[src/pkg/flash_erase_pkg.sv]
// Purpose: Shared constants and carriers for the row erase sequencer
// Assumes: 40 MHz system clock, classic Wishbone register access
// Notes: Register offsets are byte addresses of aligned words
package flash_erase_pkg;
   localparam int unsigned CLK_HZ = 40000000;
   localparam int unsigned ERASE_TIME_US = 2000;
   localparam int unsigned ERASE_CYCLES = (ERASE_TIME_US * (CLK_HZ / 1000000));
   localparam int unsigned SETUP_CYCLES = 2;
   localparam int unsigned ROW_WORDS_LOG2 = 5;

   localparam logic [7:0] OFS_ADDR_LOW = 8'h00;
   localparam logic [7:0] OFS_ADDR_HIGH = 8'h04;
   localparam logic [7:0] OFS_CONTROL = 8'h08;
   localparam logic [7:0] OFS_UNLOCK = 8'h0c;

   localparam int unsigned BIT_START = 1;
   localparam int unsigned BIT_MODIFY_EN = 2;
   localparam int unsigned BIT_ROW_ERASE = 4;
   localparam int unsigned BIT_CFG_SEL = 6;

   localparam logic [7:0] UNLOCK_FIRST = 8'h55;
   localparam logic [7:0] UNLOCK_SECOND = 8'haa;
   localparam logic [7:0] CONTROL_RESET = 8'h00;
   localparam logic [7:0] ADDR_RESET = 8'h00;

   typedef enum logic [1:0] {
      UNLOCK_IDLE,
      UNLOCK_HALF,
      UNLOCK_OPEN
   } unlock_t;

   typedef enum logic [1:0] {
      SEQ_IDLE,
      SEQ_SETUP,
      SEQ_ERASE
   } seq_t;

   typedef struct packed {
      logic valid;
      logic [14:0] row_base;
   } erase_req_t;
endpackage

[src/hw/flash_row_erase_sequencer.sv]
// Purpose: Row erase sequencer for on-chip program flash
// Assumes: Wishbone classic slave, synchronous high reset, clock enable
// Notes: Ack comes one cycle after the request is seen
module flash_row_erase_sequencer #(
   parameter int unsigned ERASE_CYCLES = flash_erase_pkg::ERASE_CYCLES
) (
   input wire logic SYS_CLK,
   input wire logic SRST,
   input wire logic CLK_EN,
   input wire logic WB_CYC_I,
   input wire logic WB_STB_I,
   input wire logic WB_WE_I,
   input wire logic [7:0] WB_ADR_I,
   input wire logic [3:0] WB_SEL_I,
   input wire logic [31:0] WB_DAT_I,
   output logic [31:0] WB_DAT_O,
   output logic WB_ACK_O,
   output logic CPU_STALL,
   output logic SLEEP_REQ,
   output logic ERASE_EN,
   output logic [14:0] ERASE_ROW,
   output logic ERASE_CFG_SPACE
);
   logic [7:0] addr_low_ff;
   logic [6:0] addr_high_ff;
   logic [7:0] control_ff;
   flash_erase_pkg::unlock_t unlock_ff;
   flash_erase_pkg::seq_t seq_ff;
   logic [21:0] count_ff;
   flash_erase_pkg::erase_req_t req_ff;
   logic ack_ff;
   logic [31:0] rdata_ff;
   logic stall_ff;
   logic erase_en_ff;

   logic req;
   logic wr_acc;
   logic wr_low;
   logic start_ok;
   logic start_wr;
   logic [7:0] nxt_control;
   logic [14:0] full_addr;

   function automatic logic hit(input logic [7:0] adr, input logic [7:0] ofs);
      hit = (adr[7:2] == ofs[7:2]);
   endfunction

   assign req = WB_CYC_I && WB_STB_I && !ack_ff;
   assign wr_acc = req && WB_WE_I;
   assign wr_low = wr_acc && WB_SEL_I[0];
   assign full_addr = {addr_high_ff, addr_low_ff};
   assign nxt_control = WB_DAT_I[7:0];
   assign start_wr = wr_low && hit(WB_ADR_I, flash_erase_pkg::OFS_CONTROL)
      && nxt_control[flash_erase_pkg::BIT_START]
      && !control_ff[flash_erase_pkg::BIT_START];
   assign start_ok = start_wr && (seq_ff == flash_erase_pkg::SEQ_IDLE)
      && nxt_control[flash_erase_pkg::BIT_MODIFY_EN]
      && control_ff[flash_erase_pkg::BIT_MODIFY_EN]
      && nxt_control[flash_erase_pkg::BIT_ROW_ERASE]
      && (unlock_ff == flash_erase_pkg::UNLOCK_OPEN);

   // Wishbone handshake, one wait cycle
   always_ff @(posedge SYS_CLK) begin
      if (SRST) begin
         ack_ff <= 1'b0;
      end else if (CLK_EN) begin
         ack_ff <= req;
      end
   end

   // Read data
   always_ff @(posedge SYS_CLK) begin
      if (SRST) begin
         rdata_ff <= 32'h0;
      end else if (CLK_EN && req) begin
         rdata_ff <= 32'h0;
         if (hit(WB_ADR_I, flash_erase_pkg::OFS_ADDR_LOW)) begin
            rdata_ff[7:0] <= addr_low_ff;
         end else if (hit(WB_ADR_I, flash_erase_pkg::OFS_ADDR_HIGH)) begin
            rdata_ff[6:0] <= addr_high_ff;
         end else if (hit(WB_ADR_I, flash_erase_pkg::OFS_CONTROL)) begin
            rdata_ff[7:0] <= control_ff;
         end
      end
   end

   // Address registers, frozen while busy
   always_ff @(posedge SYS_CLK) begin
      if (SRST) begin
         addr_low_ff <= flash_erase_pkg::ADDR_RESET;
         addr_high_ff <= 7'h0;
      end else if (CLK_EN && wr_low && seq_ff == flash_erase_pkg::SEQ_IDLE) begin
         if (hit(WB_ADR_I, flash_erase_pkg::OFS_ADDR_LOW)) begin
            addr_low_ff <= WB_DAT_I[7:0];
         end
         if (hit(WB_ADR_I, flash_erase_pkg::OFS_ADDR_HIGH)) begin
            addr_high_ff <= WB_DAT_I[6:0];
         end
      end
   end

   // Unlock tracker: any other bus write breaks the sequence
   always_ff @(posedge SYS_CLK) begin
      if (SRST) begin
         unlock_ff <= flash_erase_pkg::UNLOCK_IDLE;
      end else if (CLK_EN && wr_acc) begin
         if (wr_low && hit(WB_ADR_I, flash_erase_pkg::OFS_UNLOCK)) begin
            if (WB_DAT_I[7:0] == flash_erase_pkg::UNLOCK_FIRST) begin
               unlock_ff <= flash_erase_pkg::UNLOCK_HALF;
            end else if (WB_DAT_I[7:0] == flash_erase_pkg::UNLOCK_SECOND
               && unlock_ff == flash_erase_pkg::UNLOCK_HALF) begin
               unlock_ff <= flash_erase_pkg::UNLOCK_OPEN;
            end else begin
               unlock_ff <= flash_erase_pkg::UNLOCK_IDLE;
            end
         end else begin
            unlock_ff <= flash_erase_pkg::UNLOCK_IDLE;
         end
      end
   end

   // Control register
   always_ff @(posedge SYS_CLK) begin
      if (SRST) begin
         control_ff <= flash_erase_pkg::CONTROL_RESET;
      end else if (CLK_EN) begin
         if (seq_ff == flash_erase_pkg::SEQ_ERASE && count_ff == 22'h0) begin
            control_ff[flash_erase_pkg::BIT_START] <= 1'b0;
         end else if (wr_low && hit(WB_ADR_I, flash_erase_pkg::OFS_CONTROL)
            && seq_ff == flash_erase_pkg::SEQ_IDLE) begin
            control_ff <= nxt_control;
            control_ff[flash_erase_pkg::BIT_START] <= start_ok;
         end
      end
   end

   // Sequencer: setup, then timed erase
   always_ff @(posedge SYS_CLK) begin
      if (SRST) begin
         seq_ff <= flash_erase_pkg::SEQ_IDLE;
         count_ff <= 22'h0;
      end else if (CLK_EN) begin
         unique case (seq_ff)
            flash_erase_pkg::SEQ_IDLE: begin
               if (start_ok) begin
                  seq_ff <= flash_erase_pkg::SEQ_SETUP;
                  count_ff <= 22'(flash_erase_pkg::SETUP_CYCLES - 1);
               end
            end
            flash_erase_pkg::SEQ_SETUP: begin
               if (count_ff == 22'h0) begin
                  seq_ff <= flash_erase_pkg::SEQ_ERASE;
                  count_ff <= 22'(ERASE_CYCLES - 1);
               end else begin
                  count_ff <= count_ff - 22'h1;
               end
            end
            flash_erase_pkg::SEQ_ERASE: begin
               if (count_ff == 22'h0) begin
                  seq_ff <= flash_erase_pkg::SEQ_IDLE;
               end else begin
                  count_ff <= count_ff - 22'h1;
               end
            end
         endcase
      end
   end

   // Row request latched at start
   always_ff @(posedge SYS_CLK) begin
      if (SRST) begin
         req_ff <= '0;
      end else if (CLK_EN) begin
         if (start_ok) begin
            req_ff.valid <= 1'b1;
            req_ff.row_base <= {full_addr[14:flash_erase_pkg::ROW_WORDS_LOG2],
               {flash_erase_pkg::ROW_WORDS_LOG2{1'b0}}};
         end else if (seq_ff == flash_erase_pkg::SEQ_IDLE) begin
            req_ff.valid <= 1'b0;
         end
      end
   end

   // Stall and erase strobes
   always_ff @(posedge SYS_CLK) begin
      if (SRST) begin
         stall_ff <= 1'b0;
         erase_en_ff <= 1'b0;
      end else if (CLK_EN) begin
         stall_ff <= (seq_ff == flash_erase_pkg::SEQ_SETUP && count_ff == 22'h0)
            || (seq_ff == flash_erase_pkg::SEQ_ERASE && count_ff != 22'h0);
         erase_en_ff <= (seq_ff == flash_erase_pkg::SEQ_SETUP && count_ff == 22'h0)
            || (seq_ff == flash_erase_pkg::SEQ_ERASE && count_ff != 22'h0);
      end
   end

   assign WB_ACK_O = ack_ff;
   assign WB_DAT_O = rdata_ff;
   assign CPU_STALL = stall_ff;
   assign SLEEP_REQ = 1'b0;
   assign ERASE_EN = erase_en_ff;
   assign ERASE_ROW = req_ff.row_base;
   assign ERASE_CFG_SPACE = control_ff[flash_erase_pkg::BIT_CFG_SEL];
endmodule

[config.mk]
export PLATFORM = sky130hd
export DESIGN_NAME = flash_row_erase_sequencer
export DESIGN_NICKNAME = d
export VERILOG_FILES = /design/src/pkg/flash_erase_pkg.sv /design/src/hw/flash_row_erase_sequencer.sv
export SDC_FILE = /design/constraint.sdc
export NUM_CORES = 1
export LEC_CHECK = 0
export ABC_AREA = 1
export BUFFER_PORTS_ARGS = -buffer_cell sky130_fd_sc_hd__clkbuf_2
export CAP_MARGIN = 20
export CELL_PAD_IN_SITES_DETAIL_PLACEMENT = 1
export CELL_PAD_IN_SITES_GLOBAL_PLACEMENT = 1
export CORE_ASPECT_RATIO = 0.7
export CORE_MARGIN = 2
export CORE_UTILIZATION = 33
export CTS_CLUSTER_DIAMETER = 40
export CTS_CLUSTER_SIZE = 8
export DETAILED_ROUTE_END_ITERATION = 10
export PLACE_DENSITY = 0.77
export SKIP_LAST_GASP = 1
export SLEW_MARGIN = 20
export SYNTH_ARGS = -nofsm -noshare
export SYNTH_HDL_FRONTEND = slang
export SYNTH_SLANG_ARGS = --single-unit
[constraint.sdc]
create_clock -name SYS_CLK -period 1.8 [get_ports SYS_CLK]
set_input_delay 0.27 -clock SYS_CLK [delete_from_list [all_inputs] [get_ports SYS_CLK]]
set_output_delay 0.27 -clock SYS_CLK [all_outputs]
set_load 0.005 [all_outputs]
==> impl_metrics.toml, run 1 <==
[sta]
rsz0062_at_grt = "true"
finalHoldViolCount = 0
slew_viol_final = 0
finalCriticalPeriod_ns = 1.77
setup_viol = 0
finalCritPeriodShare_pct = 98.4
tns_ns = 0
finClkSkew_ns = 0.00537
max_freq_ghz = 0.565

[finish]
area_growth_pct = 29.0
drive_above_1_share_pct = 24.7
instances_no_fill = 792
design_area_sq_mm = 0.00486
layout.nets = 689
fillers = 1431
diodes = 0
final_util_pct = 43.8

[min_path]
hp-class = "primary input to flip-flop"
min_to = "addr_low_ff[4]"
min_from = "WB_DAT_I[4]"
holdPathStages = 3

[synthesis]
syn_inst = 549
synthMostInstantiatedCell = "nand2_1"
async_reset_ff_share_pct = 0
synth.ff_latch_count = 69
synth_edf_count = 0
synth_top_cell_by_area = "dfxtp_1"
synth_ff_type = "dfxtp_1"
synth_cell_types = 33
synthTopCellsByCount = "97 x nand2_1, 71 x nor2_1, 69 x dfxtp_1"
synth.area.top_cells = "dfxtp_1 37%, nand2_1 9.7%, nor2_1 7.1%, a21oi_1 7.0%, buf_4 6.6%"
synthesis.area_sq_mm = 0.00377
yosysTopAreaCellShare_pct = 36.7
syn_avg_cell_area_sq_um = 6.86
ys_seq_area_share_pct = 36.7
yosys_warnings = 0

[global_route]
track_usage_pct = 20.7
grt_max_degree = 36
grt_pass1_wl_microns = 20100
grt_remaining_overflow = 0
grt_pass1_vias = 4033
antenna_found_initial = 0

[clock_tree]
cts-htree-levels = 3
clockBufferDepth = 2
clock-sinks = 69
cts_tree = "built"
cts_buffers = 9
cts_root_buffer = "clkbuf_16"
clkTransAtPathRegs_ns = 0.06
hold_buffers = 0
clk_latency_ns = 0.34

[routing]
vias = 3959
drt_iter0_markers = 253
post_drt_wl_per_cell_microns = 16.4
drt_wl_total_microns = 13000
ant_nets = 0
drt_pass1_iterations = 4
vias_per_cell = 5.00
drc = 0

[pwr]
seqPwrFrac_pct = 42.2
leakagePower_uw = 0.00227
p_per_area_mw_per_mm2 = 754
swShare_pct = 23.1
power_frac_clock_pct = 52.7
p_comb_share_pct = 5.1
power_switching_uw = 847
internal-power_uw = 2820
ir_worst_vdd_mv = 0.532

[setup_path]
slowest_delay_ns = 0.31
critPathMaxFanout = 4
endpoint_kind = "flip-flop"
r2r_cells = 11
path_delay_family = "simple AND/OR/NAND/NOR gates"
reg2reg_slack_ns = 0.03
criticalPathCategory = "flip-flop to flip-flop"
crit_buf_inv = 2
cp_common_cell = "nand2_1"
critPathLaunchType = "flip-flop"
required_ns = 2.08
rr_startpoint = "count_ff[1]"
r2r_end = "count_ff[20]"
path_cells = "inv_1, buf_4, ha_1, nand2_1, nor2_4, nand3_2, nor2_2, nand4_1, nand2_1, nand2_1, nor2_1"
arrival_ns = 2.05
cp_slowest_cell = "dfxtp_1"
crit_start = "count_ff[1]"

[status]
outcome = "completed"

[place]
port_buffers = 42
hpwl_microns = 9200
placed_area_sq_mm = 0.00433
place_inst = 769
place.gp.congestion = 0.834

[floorplanning]
die_y_microns = 93.4
rows = 32
coreArea_sq_mm = 0.0111
start_util_pct = 34.0
ioPinCount = 102
die_x_microns = 132
die_area_sq_mm = 0.0123

[flow_run]
max_cap_violations = 0
==> layout make-up <==
type                            count  area (sq um)  share of cell area (%)
Inverter                           56           210                    4.32
Timing Repair Buffer               90           659                    13.6
Clock inverter                      7          98.8                    2.03
Multi-Input combinational cell    408          2090                    43.1
Tap cell                          153           191                    3.94
Clock buffer                        9           225                    4.63
Sequential cell                    69          1380                    28.4
==> layout by cell type (no fill, tap or decap), types with 16 or more instances in the layout <==
master	n
nand2_1	90
dfxtp_1	69
nor2_1	61
a21oi_1	53
inv_1	48
clkbuf_2	42
buf_4	41
o21ai_0	40
nand3_1	34
conb_1	30
nand4_1	16
==> how the worst max path moves through the flow <==
stage	to	slack (ns)	depth (start not counted)
2_1_floorplan	count_ff[19]	0.03	12
3_5_place_dp	count_ff[14]	-0.1	11
6_report	count_ff[20]	0.03	11
4_1_cts	count_ff[1]	-0.03	11
3_3_place_gp	count_ff[2]	0.05	12
5_1_grt	count_ff[20]	-0.09	11
==> cell families after synthesis <==
family          count (synthesis)  synth area share (%)
simple gates                  249                  30.4
compound gates                118                  16.2
buf+inv                       101                  13.6
flops                          69                  36.7
xor+xnor                        6                  1.39
fa+ha+maj                       5                  1.66
other cells                     1                0.0995
==> per-stage QoR <==
stage | hold slack (ns) | setup WS [ns] | power, uW
2_1_floorplan | 0.405 | 0.0316 | 1720
3_3_place_gp | 0.450 | 0.0456 | 1760
3_5_place_dp | 0.458 | -0.0979 | 1760
4_1_cts | 0.210 | -0.0315 | 3700
5_1_grt | 0.237 | -0.0864 | 3790
6_report | 0.220 | 0.0293 | 3660
==> flip-flops by register name (all words and copies together) (netlist names), 2 cells and up <==
register      cells
ERASE_ROW        10
WB_DAT_O          8
addr_high_ff      7
addr_low_ff       8
control_ff        8
count_ff         22
seq_ff            2
unlock_ff         2
==> layer usage <==
metal,up-vias,wire [microns],GRT usage [%]
met3,14,727,3.74
met1,1909,6330,28.9
met4,0,158,7.07
li1,1922,-,-
met2,114,5760,32.0
met5,-,0,0
==> power groups by stage <==
stage	logic (uW)	clock network [uW]	registers, uW
after CTS	181	1970	1550
final	186	1930	1550
after global placement	175	0	1580
after global routing	206	2030	1550
after detailed placement	179	0	1580
after floorplan	136	0	1580
==> worst min-delay path: cells and delay by family <==
kind / cells / cell delay [ns]
compound gates: 1 / 0.06
buf+inv: 2 / 0.17
==> repair_timing <==
item,4_1_cts,5_1_grt
buffers inserted,0,5
endpoints found under the setup margin,24,32
pin swaps,1,8
gates resized for setup,6,28
cloned,0,2
Note: power is estimated with default switching activity, not from simulation.
==> run 2: changes to the inputs <==
- CORE_UTILIZATION: 33 -> 40
- PLACE_DENSITY: 0.77 -> 0.87
- clock period: 1.8 -> 2.1 ns (I/O delays scaled with it)
==> run 2 against run 1 <==
Final cell count fell by 7.6%. Largest power group unchanged. Hold slack improved by 0.048 ns. Clock skew barely moved. Highest routed layer unchanged. Combinational power fell by 15%. Core utilization rose by 4.9 points. Wire length fell by 4.8%. Die area fell by 17%. Global-route usage rose by 4.5 points. Via count fell by 0.25%. Worst setup slack improved by 0.11 ns. Sequential power fell by 14%.
==> impl_metrics.toml, run 2 (synthesized netlist as in run 1, its figures left out) <==
[pwr]
total_power_uw = 3110
power_switching_uw = 704
p_comb_share_pct = 5.1
internal-power_uw = 2410
p_per_area_mw_per_mm2 = 701
power_frac_clock_pct = 52.3
seqPwrFrac_pct = 42.6
swShare_pct = 22.6
ir_worst_vdd_mv = 0.457
leakagePower_uw = 0.00209

[place]
placed_area_sq_mm = 0.00409
port_buffers = 42
hpwl_microns = 8850
place.gp.congestion = 0.884
pre_cts_ws_ns = -0.00974

[clock_tree]
cts_tree = "built"
clkTransAtPathRegs_ns = 0.06
hold_buffers = 0
cts_root_buffer = "clkbuf_16"
clock-sinks = 69
clk_latency_ns = 0.34
cts-htree-levels = 3
cts_buffers = 9
clockBufferDepth = 2

[global_route]
track_usage_pct = 25.1
grt_remaining_overflow = 0
grt_pass1_vias = 3930
grt_max_degree = 30
antenna_found_initial = 0
grt_pass1_wl_microns = 20200

[setup_path]
required_ns = 2.34
rr_startpoint = "seq_ff[1]"
endpoint_kind = "flip-flop"
reg2reg_slack_ns = 0.14
critPathLaunchType = "flip-flop"
r2r_end = "count_ff[18]"
r2r_cells = 12
critPathCapture = "count_ff[18]"
arrival_ns = 2.19
critPathMaxFanout = 9
crit_start = "seq_ff[1]"
criticalPathCategory = "flip-flop to flip-flop"

[finish]
drive_above_1_share_pct = 17.1
largest_register = "count_ff"
final_common_cell = "nand2_1"
final-seq-area_sq_mm = 0.00138
layout.nets = 658
design_area_sq_mm = 0.00444
largest_register_ffs = 22
area_growth_pct = 17.8
diodes = 0
multi_input_area_sq_mm = 0.00201
fillers = 1209
layout_common_cells = "95 x nand2_1, 70 x nor2_1, 69 x dfxtp_1"

[sta]
finalHoldViolCount = 0
finalCriticalPeriod_ns = 1.96
rsz0062_at_grt = "false"
slew_viol_final = 0
whs_ns = 0.268
finClkSkew_ns = 0.00585
finalCritPeriodShare_pct = 93.3
max_freq_ghz = 0.510
setup_viol = 0
setup_slack_ns = 0.141

[status]
outcome = "completed"

[floorplanning]
die_x_microns = 120
ioPinCount = 102
start_util_pct = 41.4
die_y_microns = 85.2
rows = 29
coreArea_sq_mm = 0.00911
die_area_sq_mm = 0.0102

[routing]
vias_per_cell = 5.39
drt_wl_total_microns = 12400
post_drt_wl_per_cell_microns = 16.9
drt_iter0_markers = 298
drc = 0
drt_pass1_iterations = 5
vias = 3949
ant_nets = 0

[min_path]
min_from = "WB_DAT_I[7]"
hp-class = "primary input to flip-flop"

[flow_run]
max_cap_violations = 0
[run 2: repair_timing]
item / CTS / global route
gates resized for setup: 2 / 5
pin swaps: 0 / 0
cloned: 0 / 0
endpoints found under the setup margin: 12 / 21
buffers inserted: 0 / 0
[run 2: worst min path at each step]
stage	depth (start not counted)	slack (ns)	end
floorplan	2	0.44	ERASE_ROW[7]
global route	3	0.28	control_ff[7]
finish	3	0.27	control_ff[7]
CTS	3	0.26	control_ff[7]
detailed placement	2	0.46	control_ff[3]
global placement	2	0.45	control_ff[3]
[run 2: per-layer routing]
metal	vias up	share of wire, %	global-route usage [%]
met3	19	6.3	5.38
met5	-	0	0
met1	1928	47	34.6
li1	1859	-	-
met4	0	1.7	8.45
met2	143	45	39.3
[run 2: stage by stage]
stage	util, %	TNS (ns)	cells
finish	48.7	0	732
global route	48.7	0	732
CTS	48.5	0	732
detailed placement	44.9	-0.0210	716
global placement	44.9	0	716
floorplan	-	0	578
[run 2: worst max-delay path, stage by stage, from the launching register on]
cell and delay, ns:
dfxtp_1 0.33, inv_1 0.12, ha_4 0.19, nand2_1 0.11, nor2_2 0.17, nand3_4 0.12
nand2_4 0.16, inv_2 0.06, nor2_4 0.18, buf_4 0.19, nand3_1 0.08, nand2_1 0.08
nor2_1 0.04
[run 2: cell type report]
type	count	share of cell area, %
multi-input cells	408	45.3
clock buffers	10	5.16
well taps	124	3.49
flip-flops and latches	69	31.1
clock inverters	6	1.97
inverters	56	4.74
repair buffers	59	8.17
[run 2: power groups by stage]
stage	clock (uW)	sequential (uW)	combinational, uW
6_report	1630	1330	159
5_1_grt	1710	1330	174
4_1_cts	1650	1330	155
3_5_place_dp	0	1350	151
3_3_place_gp	0	1350	147
2_1_floorplan	0	1350	117
==> run 3: changes to the inputs <==
- BUFFER_PORTS_ARGS: -buffer_cell sky130_fd_sc_hd__clkbuf_2 -> not set
- CORE_UTILIZATION: 40 -> 48
- DONT_BUFFER_PORTS: not set -> 1
- PLACE_DENSITY: 0.87 -> 0.86
- clock period: 2.1 -> 2.4 ns (I/O delays scaled with it)
==> run 3 against run 2 <==
Global-route usage is 4.1 points higher. Critical path depth unchanged. First-iteration DRC count shrank 17%. Final cell count is 9.7% lower. Clock power shrank 22%. Power is 19% lower. Combinational power decreased by 45%. Critical path type unchanged. Critical endpoint is now count_ff[17].
==> impl_metrics.toml, run 3 (synthesized netlist as in run 1, its figures left out) <==
[status]
outcome = "completed"

[clock_tree]
cts_setup_buffers = 0
cts_tree = "built"
cts_buffers = 9
clk_latency_ns = 0.37
cts_root_buffer = "clkbuf_8"
clock-sinks = 69
cts-htree-levels = 3
hold_buffers = 0
clkTransAtPathRegs_ns = 0.07
clockBufferDepth = 2
ctsResizeCount = 0

[floorplanning]
die_area_sq_mm = 0.00859
rows = 26
start_util_pct = 50.6
coreArea_sq_mm = 0.00745
die_x_microns = 110
die_y_microns = 78.1
ioPinCount = 102

[pwr]
p_per_area_mw_per_mm2 = 620
power_frac_clock_pct = 50.5
leakagePower_uw = 0.00184
p_comb_share_pct = 3.5
swShare_pct = 20.9
ir_worst_vdd_mv = 0.407
seqPwrFrac_pct = 46.0
internal-power_uw = 2000
power_switching_uw = 527

[sta]
finalHoldViolCount = 0
finClkSkew_ns = 0.00725
rsz0062_at_grt = "false"
max_freq_ghz = 0.477
finalCritPeriodShare_pct = 87.3
setup_viol = 0
finalCriticalPeriod_ns = 2.10
tns_ns = 0
slew_viol_final = 0
tightest_slew_ns = 0.914
relSlewSlack_pct = 39.0

[setup_path]
arrival_ns = 2.36
critPathMaxFanout = 14
critPathLaunchType = "flip-flop"
endpoint_kind = "flip-flop"
required_ns = 2.67
cp_slowest_cell = "dfxtp_1"
criticalPathCategory = "flip-flop to flip-flop"
path_cells = "inv_1, ha_1, nand2_1, nor2_1, nand3_4, nand2_4, inv_2, nor2_4, buf_4, nand3_1, nand2_1, nor2_1"
slowest_delay_ns = 0.35

[finish]
area_growth_pct = 8.03
drive_above_1_share_pct = 9.77
design_area_sq_mm = 0.00407
layout_common_cells = "97 x nand2_1, 71 x nor2_1, 69 x dfxtp_1"
fillers = 1008
final_common_cell = "nand2_1"
diodes = 0
largest_register_ffs = 22
largest_register = "count_ff"
layout.nets = 614

[routing]
vias_per_cell = 5.73
vias = 3788
ant_nets = 0
drc = 0
drt_wl_total_microns = 11900
post_drt_wl_per_cell_microns = 18.0
drt_iter0_markers = 248
drt_pass1_iterations = 5

[place]
place.gp.congestion = 0.902
port_buffers = 0
hpwl_microns = 8500
placed_area_sq_mm = 0.00381

[global_route]
grt_remaining_overflow = 0
grt_max_degree = 33
track_usage_pct = 29.2
grt_pass1_vias = 3828
antenna_found_initial = 0
grt_pass1_wl_microns = 19200

[min_path]
hp-class = "primary input to flip-flop"

[flow_run]
max_cap_violations = 0
[run 3: worst paths after layout]
check / slack [ns] / endpoint / startpoint / cells past startpoint
worst max register to register: 0.30 / count_ff[17] / seq_ff[1] / 12
worst min register to register: 0.46 / control_ff[3] / control_ff[3] / 2
worst min-delay path: 0.05 / control_ff[3] / SRST / 1
worst max-delay path: 0.30 / count_ff[17] / seq_ff[1] / 12
[run 3: area by class of cell]
cell class | count | area (sq um) | share of cell area [%]
Tap cell | 98 | 123 | 3.01
Inverter | 56 | 210 | 5.16
Clock inverter | 4 | 120 | 2.95
Multi-Input combinational cell | 408 | 1980 | 48.7
Timing Repair Buffer | 15 | 113 | 2.77
Clock buffer | 11 | 141 | 3.47
Sequential cell | 69 | 1380 | 33.9
[run 3: power groups by stage]
stage / logic [uW] / registers [uW] / clock network (uW)
after global routing: 98.9 / 1160 / 1320
final: 87.1 / 1160 / 1270
after CTS: 84.3 / 1160 / 1290
after global placement: 80.1 / 1190 / 0
after floorplan: 102 / 1190 / 0
after detailed placement: 83.7 / 1190 / 0
[run 3: layer usage]
metal  up-vias  wire, microns  GRT usage, %
met1      1842           5680          39.8
met3        26            951          8.47
met2       145           5040          44.4
li1       1775              -             -
met4         0            216          9.37
met5         -              0             0
[run 3: through the flow]
stage | std cells | total power (uW) | hold WS (ns) | setup WS [ns] | utilization, %
after floorplan | 578 | 1290 | 0.436 | 0.632 | -
after global placement | 646 | 1270 | 0.433 | 0.487 | 51.1
after detailed placement | 646 | 1270 | 0.435 | 0.377 | 51.1
after CTS | 661 | 2530 | 0.0441 | 0.337 | 54.7
after global routing | 661 | 2580 | 0.0423 | 0.185 | 54.7
final | 661 | 2520 | 0.0531 | 0.304 | 54.7
[run 3: critical path: cells and delay by family, from the launching register on]
kind	cells	cell delay [ns]
adder cells (fa/ha/maj)	1	0.23
buffers and inverters	3	0.40
flip-flops	1	0.35
AND/OR/NAND/NOR	8	1.01
